### src/core/dl_pkg.sv
// Purpose: Shared constants for the display list sequencer
// Assumes: One machine cycle per clk edge, 114 cycles per scan line
// Notes: Cycle slots below place every list fetch inside one scan line
//
// Operation
// - Only the low ten instruction pointer bits count; fetches wrap inside 1K.
// - Writes to either pointer byte steer the very next instruction fetch.
// - Mode values 2 to F are playfield lines showing fetched data.
// - Bit 6 on a playfield line loads the scan pointer, low byte first.
// - Scan counter wraps within its 4K block when fetches cross the boundary.
// - Mode 0000 is blank; bits 6..4 give 1 to 8 scan lines.
// - Blank lines never scroll and never load the scan address.
// - Mode 0001 jumps via two following bytes, low first, showing one blank line.
// - Jumps ignore scroll bits; lines added by scroll end refetch the address.
// - Jumps honour the interrupt request bit like other instructions.
// - Jump with bit 6 loads pointer, then replays each line until vertical blank.
// - Waiting jump interrupts every replay line; first line height follows scroll end.
// - Waiting jump loads the pointer on its first line; later writes replace it.
// - Only vertical blank restarts fetching after a waiting jump.
// - List runs from line 8 to line 247, suspended and resumed there.
// - Previous vertical scroll state is kept across vertical blank.
// - A mode line running into vertical blank is cut short.
// - With list DMA off the last instruction repeats without address loads.
// - Instruction bit 6 is cleared during vertical blank.
// - Instruction fetch on cycle 1; enable must arrive by cycle 113 before.
// - Hi-res line 247 with nonzero width blocks blank and sync in playfield.

package dl_pkg;
	localparam int CYC_W = 7;
	localparam int LINE_W = 9;
	localparam logic [6:0] CYCLES_PER_LINE = 7'h72;
	localparam logic [8:0] LINES_PER_FRAME = 9'h106;
	localparam logic [8:0] FIRST_LIST_LINE = 9'h008;
	localparam logic [8:0] VBLANK_LINE = 9'h0f8;
	localparam logic [8:0] HIRES_BUG_LINE = 9'h0f7;
	localparam logic [8:0] VSYNC_FIRST = 9'h0fb;
	localparam logic [8:0] VSYNC_LAST = 9'h0fd;
	localparam logic [6:0] IFETCH_CYC = 7'h01;
	localparam logic [6:0] IR_LOAD_CYC = 7'h02;
	localparam logic [6:0] DECODE_CYC = 7'h03;
	localparam logic [6:0] ADDR_LO_CYC = 7'h04;
	localparam logic [6:0] ADDR_HI_CYC = 7'h05;
	localparam logic [6:0] ADDR_LOAD_CYC = 7'h06;
	localparam logic [6:0] IRQ_CYC = 7'h6e;
	localparam logic [6:0] EN_SAMPLE_CYC = 7'h71;
	localparam logic [6:0] PF_REGION_FIRST = 7'h10;
	localparam logic [6:0] PF_REGION_LAST = 7'h68;
	localparam int BIT_IRQ = 7;
	localparam int BIT_LOAD = 6;
	localparam int BIT_VS = 5;
	localparam int BIT_HS = 4;
	localparam int PTR_WRAP_BITS = 10;
	localparam int SCAN_WRAP_BITS = 12;
	localparam logic [3:0] MODE_BLANK = 4'h0;
	localparam logic [3:0] MODE_JUMP = 4'h1;
	localparam logic [7:0] IR_RESET = 8'h00;
	localparam logic [15:0] PTR_RESET = 16'h0000;
endpackage : dl_pkg

### src/core/display_list_sequencer.sv
// Purpose: Fetches and executes display list instructions per scan line
// Assumes: Memory read data arrives on the cycle after mem_rd
// Notes: Pixel generation and fine scroll shifting live elsewhere
`timescale 1ns/1ps

module display_list_sequencer #(
	parameter logic [8:0] LINES = dl_pkg::LINES_PER_FRAME
) (
	// Clock and reset
	input wire logic clk,
	input wire logic nrst,
	// Host pointer writes
	input wire logic list_pointer_low_wr,
	input wire logic list_pointer_high_wr,
	input wire logic [7:0] list_pointer_wdata,
	// Control bits
	input wire logic list_dma_en,
	input wire logic [1:0] playfield_width,
	input wire logic [3:0] vscroll_value,
	// Playfield fetch engine
	input wire logic pf_fetch,
	// Memory bus
	output logic mem_rd,
	output logic [15:0] mem_addr,
	input wire logic [7:0] mem_rdata,
	// Status
	output logic [15:0] list_pointer,
	output logic [15:0] scan_addr,
	output logic [7:0] instruction_reg,
	output logic [3:0] row_count,
	output logic horizontal_scroll_enable,
	output logic vertical_scroll_enable,
	output logic playfield_line,
	output logic line_interrupt_request,
	output logic vblank,
	output logic vsync,
	output logic [6:0] cycle,
	output logic [8:0] line
);
	logic [15:0] ptr_r;
	logic [15:0] scan_r;
	logic [7:0] ir_r;
	logic [7:0] lo_r;
	logic [3:0] row_r;
	logic [3:0] end_row_r;
	logic need_new_r;
	logic fresh_r;
	logic wait_r;
	logic en_line_r;
	logic addr_act_r;
	logic prev_vs_r;
	logic last_line_r;
	logic bug_r;
	logic irq_r;
	logic vblank_r;
	logic vsync_r;
	logic [6:0] cyc;
	logic [8:0] ln;

	logic in_win;
	logic vbl_start;
	logic [3:0] mode;
	logic is_blank;
	logic is_jump;
	logic is_pf;
	logic vs_eff;
	logic do_ifetch;
	logic [3:0] start_row;
	logic [3:0] end_row;
	logic [3:0] next_row;
	logic [3:0] next_end;
	logic hires;
	logic pf_region;

	line_timer #(
		.CYCLES(dl_pkg::CYCLES_PER_LINE),
		.LINES(LINES)
	) u_timer (
		.clk(clk),
		.nrst(nrst),
		.cycle_r(cyc),
		.line_r(ln)
	);

	// Mode line height minus one
	function automatic logic [3:0] mode_last_row(input logic [7:0] ins);
		logic [3:0] r;
		r = 4'h0;
		case (ins[3:0])
			4'h0: r = {1'b0, ins[6:4]};
			4'h1: r = 4'h0;
			4'h2, 4'h4, 4'h6, 4'h8: r = 4'h7;
			4'h3: r = 4'h9;
			4'h5, 4'h7: r = 4'hf;
			4'h9, 4'ha: r = 4'h3;
			4'hb, 4'hd: r = 4'h1;
			default: r = 4'h0;
		endcase
		return r;
	endfunction : mode_last_row

	// Decode of current instruction
	always_comb
	begin
		mode = ir_r[3:0];
		is_blank = (mode == dl_pkg::MODE_BLANK);
		is_jump = (mode == dl_pkg::MODE_JUMP);
		is_pf = !is_blank && !is_jump;
		vs_eff = ir_r[dl_pkg::BIT_VS] && is_pf;
		in_win = (ln >= dl_pkg::FIRST_LIST_LINE) && (ln < dl_pkg::VBLANK_LINE);
		vbl_start = (ln == dl_pkg::VBLANK_LINE) && (cyc == 7'h00);
		do_ifetch = in_win && (cyc == dl_pkg::IFETCH_CYC) && need_new_r && en_line_r
			&& !wait_r;
		start_row = (vs_eff && !prev_vs_r) ? vscroll_value : 4'h0;
		end_row = (!vs_eff && prev_vs_r) ? vscroll_value : mode_last_row(ir_r);
		next_row = need_new_r ? start_row : row_r + 4'h1;
		next_end = need_new_r ? end_row : end_row_r;
		hires = (mode == 4'h2) || (mode == 4'h3) || (mode == 4'hf);
		pf_region = (cyc >= dl_pkg::PF_REGION_FIRST) && (cyc <= dl_pkg::PF_REGION_LAST);
	end

	// Memory reads of instruction and address bytes
	always_comb
	begin
		mem_rd = do_ifetch || (in_win && addr_act_r
			&& ((cyc == dl_pkg::ADDR_LO_CYC) || (cyc == dl_pkg::ADDR_HI_CYC)));
		mem_addr = ptr_r;
	end

	// List DMA enable sampled before the line
	always_ff @(posedge clk or negedge nrst)
	begin
		if (!nrst)
			en_line_r <= 1'b0;
		else if (cyc == dl_pkg::EN_SAMPLE_CYC)
			en_line_r <= list_dma_en;
	end

	// Instruction pointer
	always_ff @(posedge clk or negedge nrst)
	begin
		if (!nrst)
			ptr_r <= dl_pkg::PTR_RESET;
		else if (list_pointer_low_wr)
			ptr_r[7:0] <= list_pointer_wdata;
		else if (list_pointer_high_wr)
			ptr_r[15:8] <= list_pointer_wdata;
		else if (in_win && addr_act_r && is_jump && cyc == dl_pkg::ADDR_LOAD_CYC)
			ptr_r <= {mem_rdata, lo_r};
		else if (mem_rd)
			ptr_r[dl_pkg::PTR_WRAP_BITS-1:0] <=
				ptr_r[dl_pkg::PTR_WRAP_BITS-1:0] + 10'h001;
	end

	// Instruction register
	always_ff @(posedge clk or negedge nrst)
	begin
		if (!nrst)
			ir_r <= dl_pkg::IR_RESET;
		else if (vbl_start)
			ir_r[dl_pkg::BIT_LOAD] <= 1'b0;
		else if (fresh_r && cyc == dl_pkg::IR_LOAD_CYC)
			ir_r <= mem_rdata;
	end

	// Fresh fetch marker, cleared once decoded
	always_ff @(posedge clk or negedge nrst)
	begin
		if (!nrst)
			fresh_r <= 1'b0;
		else if (do_ifetch)
			fresh_r <= 1'b1;
		else if (cyc == dl_pkg::DECODE_CYC)
			fresh_r <= 1'b0;
	end

	// Address byte fetch decision
	always_ff @(posedge clk or negedge nrst)
	begin
		if (!nrst)
			addr_act_r <= 1'b0;
		else if (in_win && cyc == dl_pkg::DECODE_CYC)
			addr_act_r <= list_dma_en && !wait_r
				&& (is_jump || (fresh_r && is_pf && ir_r[dl_pkg::BIT_LOAD]));
		else if (cyc == dl_pkg::ADDR_LOAD_CYC)
			addr_act_r <= 1'b0;
	end

	// Low address byte holding
	always_ff @(posedge clk or negedge nrst)
	begin
		if (!nrst)
			lo_r <= 8'h00;
		else if (cyc == dl_pkg::ADDR_HI_CYC && addr_act_r)
			lo_r <= mem_rdata;
	end

	// Wait for vertical blank
	always_ff @(posedge clk or negedge nrst)
	begin
		if (!nrst)
			wait_r <= 1'b0;
		else if (vbl_start)
			wait_r <= 1'b0;
		else if (in_win && addr_act_r && is_jump && cyc == dl_pkg::ADDR_LOAD_CYC)
			wait_r <= ir_r[dl_pkg::BIT_LOAD];
	end

	// Row counter and mode line sequencing
	always_ff @(posedge clk or negedge nrst)
	begin
		if (!nrst)
		begin
			row_r <= 4'h0;
			end_row_r <= 4'h0;
			last_line_r <= 1'b0;
		end
		else if (in_win && cyc == dl_pkg::DECODE_CYC)
		begin
			row_r <= next_row;
			end_row_r <= next_end;
			last_line_r <= (next_row == next_end);
		end
	end

	// Previous vertical scroll state, kept through blank
	always_ff @(posedge clk or negedge nrst)
	begin
		if (!nrst)
			prev_vs_r <= 1'b0;
		else if (in_win && cyc == dl_pkg::DECODE_CYC && need_new_r)
			prev_vs_r <= vs_eff;
	end

	// New instruction needed at line end or blank entry
	always_ff @(posedge clk or negedge nrst)
	begin
		if (!nrst)
			need_new_r <= 1'b1;
		else if (vbl_start)
			need_new_r <= 1'b1;
		else if (in_win && cyc == dl_pkg::DECODE_CYC)
			need_new_r <= 1'b0;
		else if (in_win && cyc == dl_pkg::EN_SAMPLE_CYC && last_line_r)
			need_new_r <= 1'b1;
	end

	// Playfield memory scan counter
	always_ff @(posedge clk or negedge nrst)
	begin
		if (!nrst)
			scan_r <= dl_pkg::PTR_RESET;
		else if (in_win && addr_act_r && is_pf && cyc == dl_pkg::ADDR_LOAD_CYC)
			scan_r <= {mem_rdata, lo_r};
		else if (pf_fetch)
			scan_r[dl_pkg::SCAN_WRAP_BITS-1:0] <=
				scan_r[dl_pkg::SCAN_WRAP_BITS-1:0] + 12'h001;
	end

	// Line interrupt on last line of a mode line
	always_ff @(posedge clk or negedge nrst)
	begin
		if (!nrst)
			irq_r <= 1'b0;
		else
			irq_r <= in_win && cyc == dl_pkg::IRQ_CYC && last_line_r
				&& ir_r[dl_pkg::BIT_IRQ];
	end

	// Hi-res last line fault capture
	always_ff @(posedge clk or negedge nrst)
	begin
		if (!nrst)
			bug_r <= 1'b0;
		else if (ln == dl_pkg::HIRES_BUG_LINE && cyc == dl_pkg::EN_SAMPLE_CYC)
			bug_r <= hires && (playfield_width != 2'h0);
		else if (ln == dl_pkg::FIRST_LIST_LINE && cyc == 7'h00)
			bug_r <= 1'b0;
	end

	// Blank and sync outputs
	always_ff @(posedge clk or negedge nrst)
	begin
		if (!nrst)
		begin
			vblank_r <= 1'b1;
			vsync_r <= 1'b0;
		end
		else
		begin
			vblank_r <= !in_win && !(bug_r && pf_region);
			vsync_r <= (ln >= dl_pkg::VSYNC_FIRST) && (ln <= dl_pkg::VSYNC_LAST)
				&& !(bug_r && pf_region);
		end
	end

	// Status outputs
	always_comb
	begin
		list_pointer = ptr_r;
		scan_addr = scan_r;
		instruction_reg = ir_r;
		row_count = row_r;
		horizontal_scroll_enable = ir_r[dl_pkg::BIT_HS] && is_pf;
		vertical_scroll_enable = vs_eff;
		playfield_line = is_pf && !vblank_r;
		line_interrupt_request = irq_r;
		vblank = vblank_r;
		vsync = vsync_r;
		cycle = cyc;
		line = ln;
	end
endmodule : display_list_sequencer

### src/core/line_timer.sv
// Purpose: Machine cycle and scan line counters
// Assumes: Counts wrap at the line and frame lengths
// Notes: Both counters reset to zero
`timescale 1ns/1ps

module line_timer #(
	parameter logic [6:0] CYCLES = dl_pkg::CYCLES_PER_LINE,
	parameter logic [8:0] LINES = dl_pkg::LINES_PER_FRAME
) (
	// Clock and reset
	input wire logic clk,
	input wire logic nrst,
	// Position
	output logic [6:0] cycle_r,
	output logic [8:0] line_r
);
	// Cycle within line
	always_ff @(posedge clk or negedge nrst)
	begin
		if (!nrst)
			cycle_r <= 7'h00;
		else if (cycle_r == CYCLES - 7'h01)
			cycle_r <= 7'h00;
		else
			cycle_r <= cycle_r + 7'h01;
	end

	// Line within frame
	always_ff @(posedge clk or negedge nrst)
	begin
		if (!nrst)
			line_r <= 9'h000;
		else if (cycle_r == CYCLES - 7'h01)
		begin
			if (line_r == LINES - 9'h001)
				line_r <= 9'h000;
			else
				line_r <= line_r + 9'h001;
		end
	end
endmodule : line_timer

### config.mk
export PLATFORM = sky130hd
export DESIGN_NAME = display_list_sequencer
export DESIGN_NICKNAME = d
export VERILOG_FILES = /design/src/core/dl_pkg.sv /design/src/core/display_list_sequencer.sv /design/src/core/line_timer.sv
export SDC_FILE = /design/constraint.sdc
export NUM_CORES = 1
export LEC_CHECK = 0
export BUFFER_PORTS_ARGS = -buffer_cell sky130_fd_sc_hd__buf_2
export CAP_MARGIN = 5
export CORE_UTILIZATION = 45
export DETAILED_ROUTE_END_ITERATION = 12
export GPL_TIMING_DRIVEN = 0
export PLACE_DENSITY_LB_ADDON = 0.2
export SETUP_SLACK_MARGIN = 0.3
export SLEW_MARGIN = 5
export SYNTH_ARGS = -nofsm -noshare
export SYNTH_HDL_FRONTEND = slang
export SYNTH_HIERARCHICAL = 1
export SYNTH_SLANG_ARGS = --single-unit
### constraint.sdc
create_clock -name clk -period 2.65 [get_ports clk]
set_clock_uncertainty 0.15 [all_clocks]
set_input_delay 0.1325 -clock clk [delete_from_list [all_inputs] [get_ports clk]]
set_output_delay 0.1325 -clock clk [all_outputs]
set_load 0.05 [all_outputs]
# Word-level counts from Yosys, hierarchy flattened
# Index checks and enable logic that the tools add are counted.
[totals]
output_inout_bits = 83
input_bits = 28
word_cells = 164
ff_bits = 83
[op_classes]
magnitude_cmp = 6
n_mux = 28
n_addsub = 5
eq_ne = 27
n_reduce_logical = 73
bitwise = 2
[op_table]
columns = ["cell", "count"]
rows = [
  ["logical AND 1 bit", 39],
  ["== test 4 bit, second input constant", 6],
  ["2-to-1 mux 12 bit", 2],
  ["2-to-1 mux 8 bit", 3],
  ["case mux 4 bit (6 select lines)", 1],
  ["== test 7 x 3 -> 1 bit, second input constant", 3],
  ["2-to-1 mux 10 bit", 2],
  ["== test 9 x 8 -> 1 bit, second input constant", 2],
  ["== test 4 x 3 -> 1 bit, second input constant", 4],
  ["2-to-1 mux 4 bit", 4],
  ["nonzero test 2 bit", 8],
  ["== test 7 x 2 -> 1 bit, second input constant", 2],
  ["== test 7 bit, second input constant", 2],
  ["2-to-1 mux 7 bit", 2],
  ["adder 12 x 1 -> 12 bit, second input constant", 1],
  ["2-to-1 mux 1 bit", 12],
  ["adder 10 x 1 -> 10 bit, second input constant", 1],
  ["adder 9 x 1 -> 9 bit, second input constant", 1],
  ["== test 9 x 4 -> 1 bit, second input constant", 1],
  ["== test 9 bit, second input constant", 1],
  [">= comparator 9 x 4 -> 1 bit, second input constant", 1],
  [">= comparator 9 x 8 -> 1 bit, second input constant", 1],
  ["<= comparator 9 x 8 -> 1 bit, second input constant", 1],
  ["< comparator 9 x 8 -> 1 bit, second input constant", 1],
  ["20 further kinds", 40],
]

# Logic depth before layout (Yosys ltp)
# Gate-level depths: netlist of run 1.
[depth]
ltp_word = 11
mapped_depth = 8
mapped_depth_nobuf = 7

# By module
# Netlist of run 1, hierarchy kept.
[by_module_without_submodules]
columns = ["mod", "n_inst", "cells_per_inst", "area_per_inst_um2", "seq_area_each_um2"]
rows = [
  ["display_list_sequencer", 1, 433, 4062.6, 1679.1],
  ["line_timer", 1, 78, 838.3, 400.4],
]

# Least setup slack after synthesis of run 1
# Ideal clock, no wire load.
[synth_path]
path_type = "reg2reg"
startpoint = "register u_timer.cycle_r[4]"
endpoint = "register ptr_r[8] (netlist: list_pointer[8])"
arrival_ps = 2693
setup_ps = 125
path_buffers = 1
path_slack_ps = -318
synth_period_minus_slack_ps = 2968
path_stages_with_launch = 9
required_time_ps = 2375
cell_sequence = "dfrtp_1 -> or3_4 -> or2_1 -> buf_6 -> a2111o_1 -> inv_2 -> nor3_1 -> nor2_1 -> mux2_4"
[synth_via]
elab_chain_len = 8
word_cells_on_any_way = 16
cone_classes = "eq/ne (4); mux (2); reduce/logical (10)"
[synth_lines]
columns = ["item", "line_no", "source"]
rows = [
  ["start: declaration", "line_timer.sv:14", "output logic [6:0] cycle_r,"],
  ["start signal: assignment", "line_timer.sv:25", "cycle_r <= cycle_r + 7'h01;"],
  ["== test 7 x 1 -> 1 bit", "display_list_sequencer.sv:112", "do_ifetch = in_win && (cyc == dl_pkg::IFETCH_CYC) && need_new_r && en_line_r"],
  ["logical AND 1 bit (3 in a row)", "display_list_sequencer.sv:112", ""],
  ["logical AND 1 bit", "display_list_sequencer.sv:113", "&& !wait_r;"],
  ["logical OR 1 bit *", "display_list_sequencer.sv:125", "mem_rd = do_ifetch || (in_win && addr_act_r"],
  ["via mem_rd", "display_list_sequencer.sv:23", "output logic mem_rd,"],
  ["nonzero test 3 bit (no line) *", "-", ""],
  ["AND reduction 2 bit (no line) *", "-", ""],
  ["end signal: assignment", "display_list_sequencer.sv:143", "ptr_r <= dl_pkg::PTR_RESET;"],
  ["end signal: assignment", "display_list_sequencer.sv:147", "ptr_r[15:8] <= list_pointer_wdata;"],
  ["end signal: assignment", "display_list_sequencer.sv:149", "ptr_r <= {mem_rdata, lo_r};"],
  ["end: declaration", "display_list_sequencer.sv:40", "logic [15:0] ptr_r;"],
]
# Mark *: on every way through the listed nets, which the timed path passes. The rest lies on a longest branch.
# A chain may end at the register's enable or synchronous reset.

# Worst setup path after layout of run 1
[layout_path]
startpoint = "register u_timer.cycle_r[3]"
endpoint = "register ptr_r[9] (netlist: list_pointer[9])"
[layout_via]
elab_chain_len = 8
word_cells_on_any_way = 16
cone_classes = "eq/ne (4); mux (2); reduce/logical (10)"
[layout_lines]
columns = ["item", "line_no"]
rows = [
  ["== test 7 x 1 -> 1 bit", "display_list_sequencer.sv:112"],
  ["logical AND 1 bit (3 in a row)", "display_list_sequencer.sv:112"],
  ["logical AND 1 bit", "display_list_sequencer.sv:113"],
  ["logical OR 1 bit", "display_list_sequencer.sv:125"],
  ["nonzero test 3 bit (no line)", "-"],
  ["AND reduction 2 bit (no line)", "-"],
]
# Parallel ways exist; a longest one is shown, timed or not.

==> impl_metrics.toml, run 1 <==
[clock_tree]
cts_made_buffers = 9
clock_sinks = 83
clockBufferDepth = 2
h-tree-depth = 3
root_buffer = "clkbuf_8"
cts_tree = "done"
path_clk_slew_ns = 0.09
clock_latency_ns = 0.35

[die]
die_x_um = 106
fp-row-count = 37
io_pins = 111
start_util_pct = 46.8
design.core.area_um2 = 10500
die_area_um2 = 11300
die_h_um = 106

[synthesis]
synthArstFlopShare_pct = 100
synth_top_family_by_area = "simple AND/OR/NAND/NOR gates"
synth_edf_count = 0
yosys.area_share.simple_pct = 21.3
synth_compound_area_share_pct = 14.9
synth_xor_area_share_pct = 5.18
syn_area_per_cell_um2 = 9.59
syn-num-nets = 546
ys_ff_latch = 83
seq_area_frac_synth_pct = 42.4
yosysUniqueCellTypes = 75
ys_dominant_reg_cell = "dfrtp_1"
yosys.area_share.adder_pct = 1.79
synthCells = 511
synth_area_um2 = 4900
muxShareOfSynthArea_pct = 9.06
ys_warn_count = 6

[worst_hold_path]
holdCritPathClass = "primary input to flip-flop"
holdPathStages = 3
min_to = "bug_r"
hp-start = "playfield_width[0]"

[finish]
post-route-cell-area_um2 = 6800
layout-drive-gt1-share_pct = 42.1
syn2layout_area_growth_pct = 38.8
mostFrequentLayoutCells = "buf_2, dfrtp_1, buf_4, nor2_1, nand2_1"
final_common_cell = "buf_2"
fill_cells = 881
post-route-util_pct = 65.0
nets = 726
antennaDiodeCount = 0

[timing]
finalSetupViolCount = 0
grt_setup_unrepaired = "yes"
slew_headroom_pct = 58.5
maxSlewViolCount = 0
fin_worst_hold_slack_ns = 0.0771
setup_tns_ns = 0
fin_crit_ns = 2.65
hold_viol_final = 0
worst_pin_slew_ns = 0.623
fin_crit_sh_pct = 99.9
timing.fmax_ghz = 0.378

[power_and_ir_drop]
p_int_w = 0.00214
peakVddDrop_uv = 603
p_per_area_nw_per_um2 = 537
power.leakage_nw = 3.05
pwr-share-comb_pct = 33.2
power_frac_clock_pct = 24.3
swShare_pct = 41.5
p_sw_w = 0.00152
pwr-share-seq_pct = 42.6

[place]
gp_congestion = 0.861
port-buffer-count = 107
placed_cell_area_um2 = 5700
dp_hpwl_mm = 9.66

[global_routing]
first_global_vias = 4420
track_usage_pct = 25.5
met1_usage_pct = 33.8
grt_antenna_before_repair = 0
met3_usage_pct = 3.13
grt_pass1_wl_mm = 22.5
gr-usage-met2_pct = 43.2
gr-max-usage-layer = "met2"
overflow = 0
grt_max_degree = 43

[critical_path]
critPathRequiredTime_ns = 2.74
critPathMaxStageDelay_ns = 0.54
worstRegToRegCells = 8
rr_startpoint = "u_timer/cycle_r[3]"
cpMaxStageDelayCell = "dfrtp_1"
arrival_ns = 2.74
cp_max_fo = 11
path_class = "flip-flop to flip-flop"
start_kind = "flip-flop"
end_kind = "flip-flop"
crit_chain = "nand3b_1, or2_4, buf_6, a2111o_1, inv_4, nor3_4, nor2_2, mux2_4"
r2r_slack_ns = 0.004
r2r-end = "list_pointer[9]"

[route]
drt-pass1-iter-count = 5
vias_per_cell = 5.56
ant_nets = 0
routed_wl_mm = 14.4
drtIter0Drc = 284
drc = 0
num_vias = 4630
post_drt_wl_per_cell_um = 17.3

[outcome]
outcome = "completed"

[job]
maxCapViolCount = 0
==> power groups by stage <==
stage	clock network (W)	registers, W	logic (W)
after floorplan	0	0.00195	0.000456
after global placement	0	0.00157	0.00113
after detailed placement	0	0.00157	0.00115
after CTS	0.000902	0.00155	0.00118
after global routing	0.000952	0.00158	0.00128
final	0.000887	0.00156	0.00121
==> layout make-up <==
cell class / count / area [um^2] / share of cell area [%]
clock buffer: 10 / 138 / 2.02
multi-input combinational: 380 / 2850 / 41.9
clock inverter: 6 / 47.5 / 0.699
sequential: 83 / 2100 / 30.8
inverter: 11 / 46.3 / 0.680
timing repair buffer: 169 / 1170 / 17.2
tap: 136 / 170 / 2.50
buffer: 37 / 288 / 4.23
==> kinds of logic (layout without fill, tap and decap cells) <==
group,count (synthesis),after routing
AND/OR/NAND/NOR,192,192
AO/OA/AOI/OAI,112,112
flip-flops,83,83
buffers and inverters,48,233
multiplexers,40,40
XOR/XNOR,29,29
adder cells (fa/ha/maj),7,7
==> metal layers <==
layer / up-vias / share of wire, % / wire length (um)
met5: - / 0 / 0
met4: 0 / 0.71 / 102
met1: 2258 / 44 / 6320
met2: 154 / 51 / 7270
li1: 2210 / - / -
met3: 8 / 4.6 / 666
==> critical path: cells and delay by family, from the launching register on <==
| kind | cells | cell delay (ns) |
|---|---|---|
| AOI/OAI and AO/OA | 1 | 0.49 |
| muxes | 1 | 0.31 |
| buffers and inverters | 2 | 0.26 |
| and+or+nand+nor | 4 | 0.77 |
| DFF | 1 | 0.54 |
==> per-stage QoR <==
stage	power [W]	setup slack, ns	instances
5_1_grt	0.00381	-0.0432	832
2_1_floorplan	0.00241	-0.124	511
6_report	0.00366	0.00352	832
3_3_place_gp	0.00270	-0.223	754
3_5_place_dp	0.00272	-0.224	755
4_1_cts	0.00363	0.0320	815
==> how the worst max path moves through the flow <==
stage                                   from         endpoint  slack [ns]  cells after the start
final                     u_timer/cycle_r[3]  list_pointer[9]       0.004                      8
after global routing      u_timer/cycle_r[5]           mem_rd       -0.04                      6
after CTS                 u_timer/cycle_r[4]           mem_rd        0.03                      6
after detailed placement  u_timer/cycle_r[6]  list_pointer[8]       -0.22                      7
after global placement    u_timer/cycle_r[6]  list_pointer[8]       -0.22                      7
after floorplan           u_timer/cycle_r[6]  list_pointer[8]       -0.12                      8
==> synth_stat cells (2+ instances only) <==
cell type | count | area [um^2]
a211oi_1 | 3 | 22.5
a21o_1 | 4 | 30.0
a21oi_1 | 11 | 55.1
a22o_1 | 2 | 17.5
a22oi_1 | 13 | 97.6
a31oi_1 | 5 | 31.3
a32o_1 | 2 | 20.0
and2_1 | 3 | 18.8
and3_1 | 10 | 62.6
buf_2 | 2 | 10.0
buf_4 | 16 | 120
buf_6 | 3 | 33.8
clkbuf_1 | 16 | 60.1
dfrtp_1 | 81 | 2030
dfstp_2 | 2 | 52.6
ha_1 | 7 | 87.6
inv_1 | 10 | 37.5
mux2_2 | 26 | 293
mux2_4 | 2 | 30.0
mux2i_1 | 11 | 110
nand2_1 | 44 | 165
nand2b_1 | 9 | 56.3
nand3_1 | 23 | 115
nand3b_1 | 2 | 15.0
nand4_1 | 12 | 75.1
nand4b_1 | 3 | 26.3
nor2_1 | 37 | 139
nor2b_1 | 8 | 50.1
nor3_1 | 16 | 80.1
nor3b_1 | 3 | 22.5
nor4_1 | 2 | 12.5
o211ai_1 | 4 | 30.0
o21ai_0 | 36 | 180
o21ai_1 | 8 | 40.0
o21bai_1 | 2 | 15.0
o31ai_1 | 5 | 37.5
or3_1 | 2 | 12.5
or4_1 | 2 | 15.0
xnor2_1 | 14 | 123
xor2_1 | 15 | 131
==> what timing repair did <==
| action | CTS | global route |
|---|---|---|
| pin swaps | 11 | 19 |
| cloned | 1 | 2 |
| buffers inserted | 20 | 15 |
| hold buffers | 23 | 0 |
| setup endpoints to repair | 58 | 50 |
| gates resized for setup | 37 | 83 |
| hold endpoints to repair | 86 | 0 |
(Power assumes the default switching activity.)
==> run 2: changes to the inputs <==
==> constraint.sdc (replaced) <==
create_clock -name clk -period 2.65 [get_ports clk]
set_clock_uncertainty 0.15 [all_clocks]
set_input_delay 0.53 -clock clk [delete_from_list [all_inputs] [get_ports clk]]
set_output_delay 0.53 -clock clk [all_outputs]
set_load 0.05 [all_outputs]
==> run 2 against run 1 <==
Largest power group unchanged. Critical path depth down 2. Design area down 4.2%. The flow now finishes with violations (negative setup slack). Critical endpoint is now mem_rd. Utilization down 2.7 points. Non-clock buffer count down 30.
==> impl_metrics.toml, run 2 (synthesis gave the netlist of run 1 again) <==
[finish]
final_common_cell = "buf_2"
syn2layout_area_growth_pct = 33.1
post-route-cell-area_um2 = 6520
antennaDiodeCount = 0
layout-drive-gt1-share_pct = 42.3
mostFrequentLayoutCells = "buf_2, dfrtp_1, nor2_1, buf_4, nand2_1"
nets = 696

[critical_path]
critPathRequiredTime_ns = 1.97
start_kind = "flip-flop"
path_class = "flip-flop to output port"
arrival_ns = 2.30
end_kind = "output port"
r2r_slack_ns = -0.26
cp_max_fo = 3

[power_and_ir_drop]
peakVddDrop_uv = 604
power.leakage_nw = 2.94
p_per_area_nw_per_um2 = 557

[die]
design.core.area_um2 = 10500
die_x_um = 106
die_area_um2 = 11300
fp-row-count = 37
io_pins = 111
start_util_pct = 46.8
die_h_um = 106

[timing]
fin_ws_ns = -0.325
maxSlewViolCount = 0
fin_crit_ns = 2.98
finalSetupViolCount = 12
timing.fmax_ghz = 0.336
worst_pin_slew_ns = 0.863
fin_crit_sh_pct = 112
hold_viol_final = 0
slew_headroom_pct = 41.0
grt_setup_unrepaired = "yes"

[global_routing]
grt_max_degree = 43
grt_antenna_before_repair = 0
grt_pass1_wl_mm = 22.1
first_global_vias = 4357
overflow = 0
track_usage_pct = 24.9

[clock_tree]
cts_made_buffers = 9
clock_latency_ns = 0.37
clock_sinks = 83
cts_tree = "done"
root_buffer = "clkbuf_8"
path_clk_slew_ns = 0.09
h-tree-depth = 3
clockBufferDepth = 2

[route]
ant_nets = 0
drtIter0Drc = 222
routed_wl_mm = 14.1
vias_per_cell = 5.76
num_vias = 4623
post_drt_wl_per_cell_um = 17.6
drc = 0
drt-pass1-iter-count = 5

[worst_hold_path]
holdCritPathClass = "primary input to flip-flop"

[outcome]
violations = "negative setup slack"
outcome = "finished with violations"

[place]
dp_hpwl_mm = 9.66
placed_cell_area_um2 = 5700
gp_congestion = 0.861
port-buffer-count = 107
place_ws_ns = -0.224

[job]
maxCapViolCount = 0
## run 2: final cells by class
class	count	area [um^2]
clock buffers	10	138
repair buffers	139	908
well taps	136	170
multi-input cells	380	2840
clock inverters	6	47.5
flip-flops and latches	83	2100
inverters	11	46.3
fillers	922	3940
plain buffers	37	277
## run 2: worst paths after layout
path / start / end / cells after the start
setup / recovery: u_timer/cycle_r[6] / mem_rd / 6
hold / removal: list_pointer_wdata[0] / list_pointer[0] / 3
setup reg to reg: u_timer/cycle_r[6] / list_pointer[1] / 10
hold reg to reg: en_line_r / en_line_r / 1
max in group asynchronous: nrst / vblank / 3
min in group asynchronous: nrst / u_timer/line_r[8] / 2
## run 2: repair_timing
item	CTS	global route
pin swaps	11	17
buffers inserted	18	9
gates cloned	1	2
hold endpoints to repair	1	0
hold buffers	1	0
gates resized for setup	37	71
endpoints found under the setup margin	60	60
## run 2: critical path, cell delays in order, from the launching register on
cell	delay, ns
dfrtp_2	0.43
or3_4	0.40
or2_4	0.25
buf_6	0.12
a2111o_1	0.48
inv_4	0.10
buf_8	0.14
## run 2: per-layer routing
layer / up-vias / global-route usage (%) / routed length, um
met5: - / 0 / 0
met4: 0 / 8.23 / 308
met3: 32 / 3.19 / 798
met2: 183 / 41.6 / 6980
met1: 2259 / 33.4 / 6070
li1: 2149 / - / -
## run 2: stage by stage
| stage | setup TNS, ns | hold WS, ns | utilization, % | power, W | std cells |
|---|---|---|---|---|---|
| after floorplan | -0.278 | 0.0844 | - | 0.00241 | 511 |
| after global placement | -1.70 | 0.334 | 54.3 | 0.00270 | 754 |
| after detailed placement | -1.85 | 0.343 | 54.5 | 0.00272 | 755 |
| after CTS | -1.88 | 0.241 | 59.3 | 0.00361 | 791 |
| after global routing | -3.25 | 0.250 | 62.3 | 0.00378 | 802 |
| final | -2.51 | 0.244 | 62.3 | 0.00363 | 802 |
## run 2: where the power goes
| group | leakage (nW) | total (W) | internal, W | switching [W] |
|---|---|---|---|---|
| Combinational | 1.85 | 0.00119 | 0.000350 | 0.000838 |
| Sequential | 0.995 | 0.00156 | 0.00139 | 0.000167 |
| Clock | 0.0937 | 0.000888 | 0.000377 | 0.000511 |
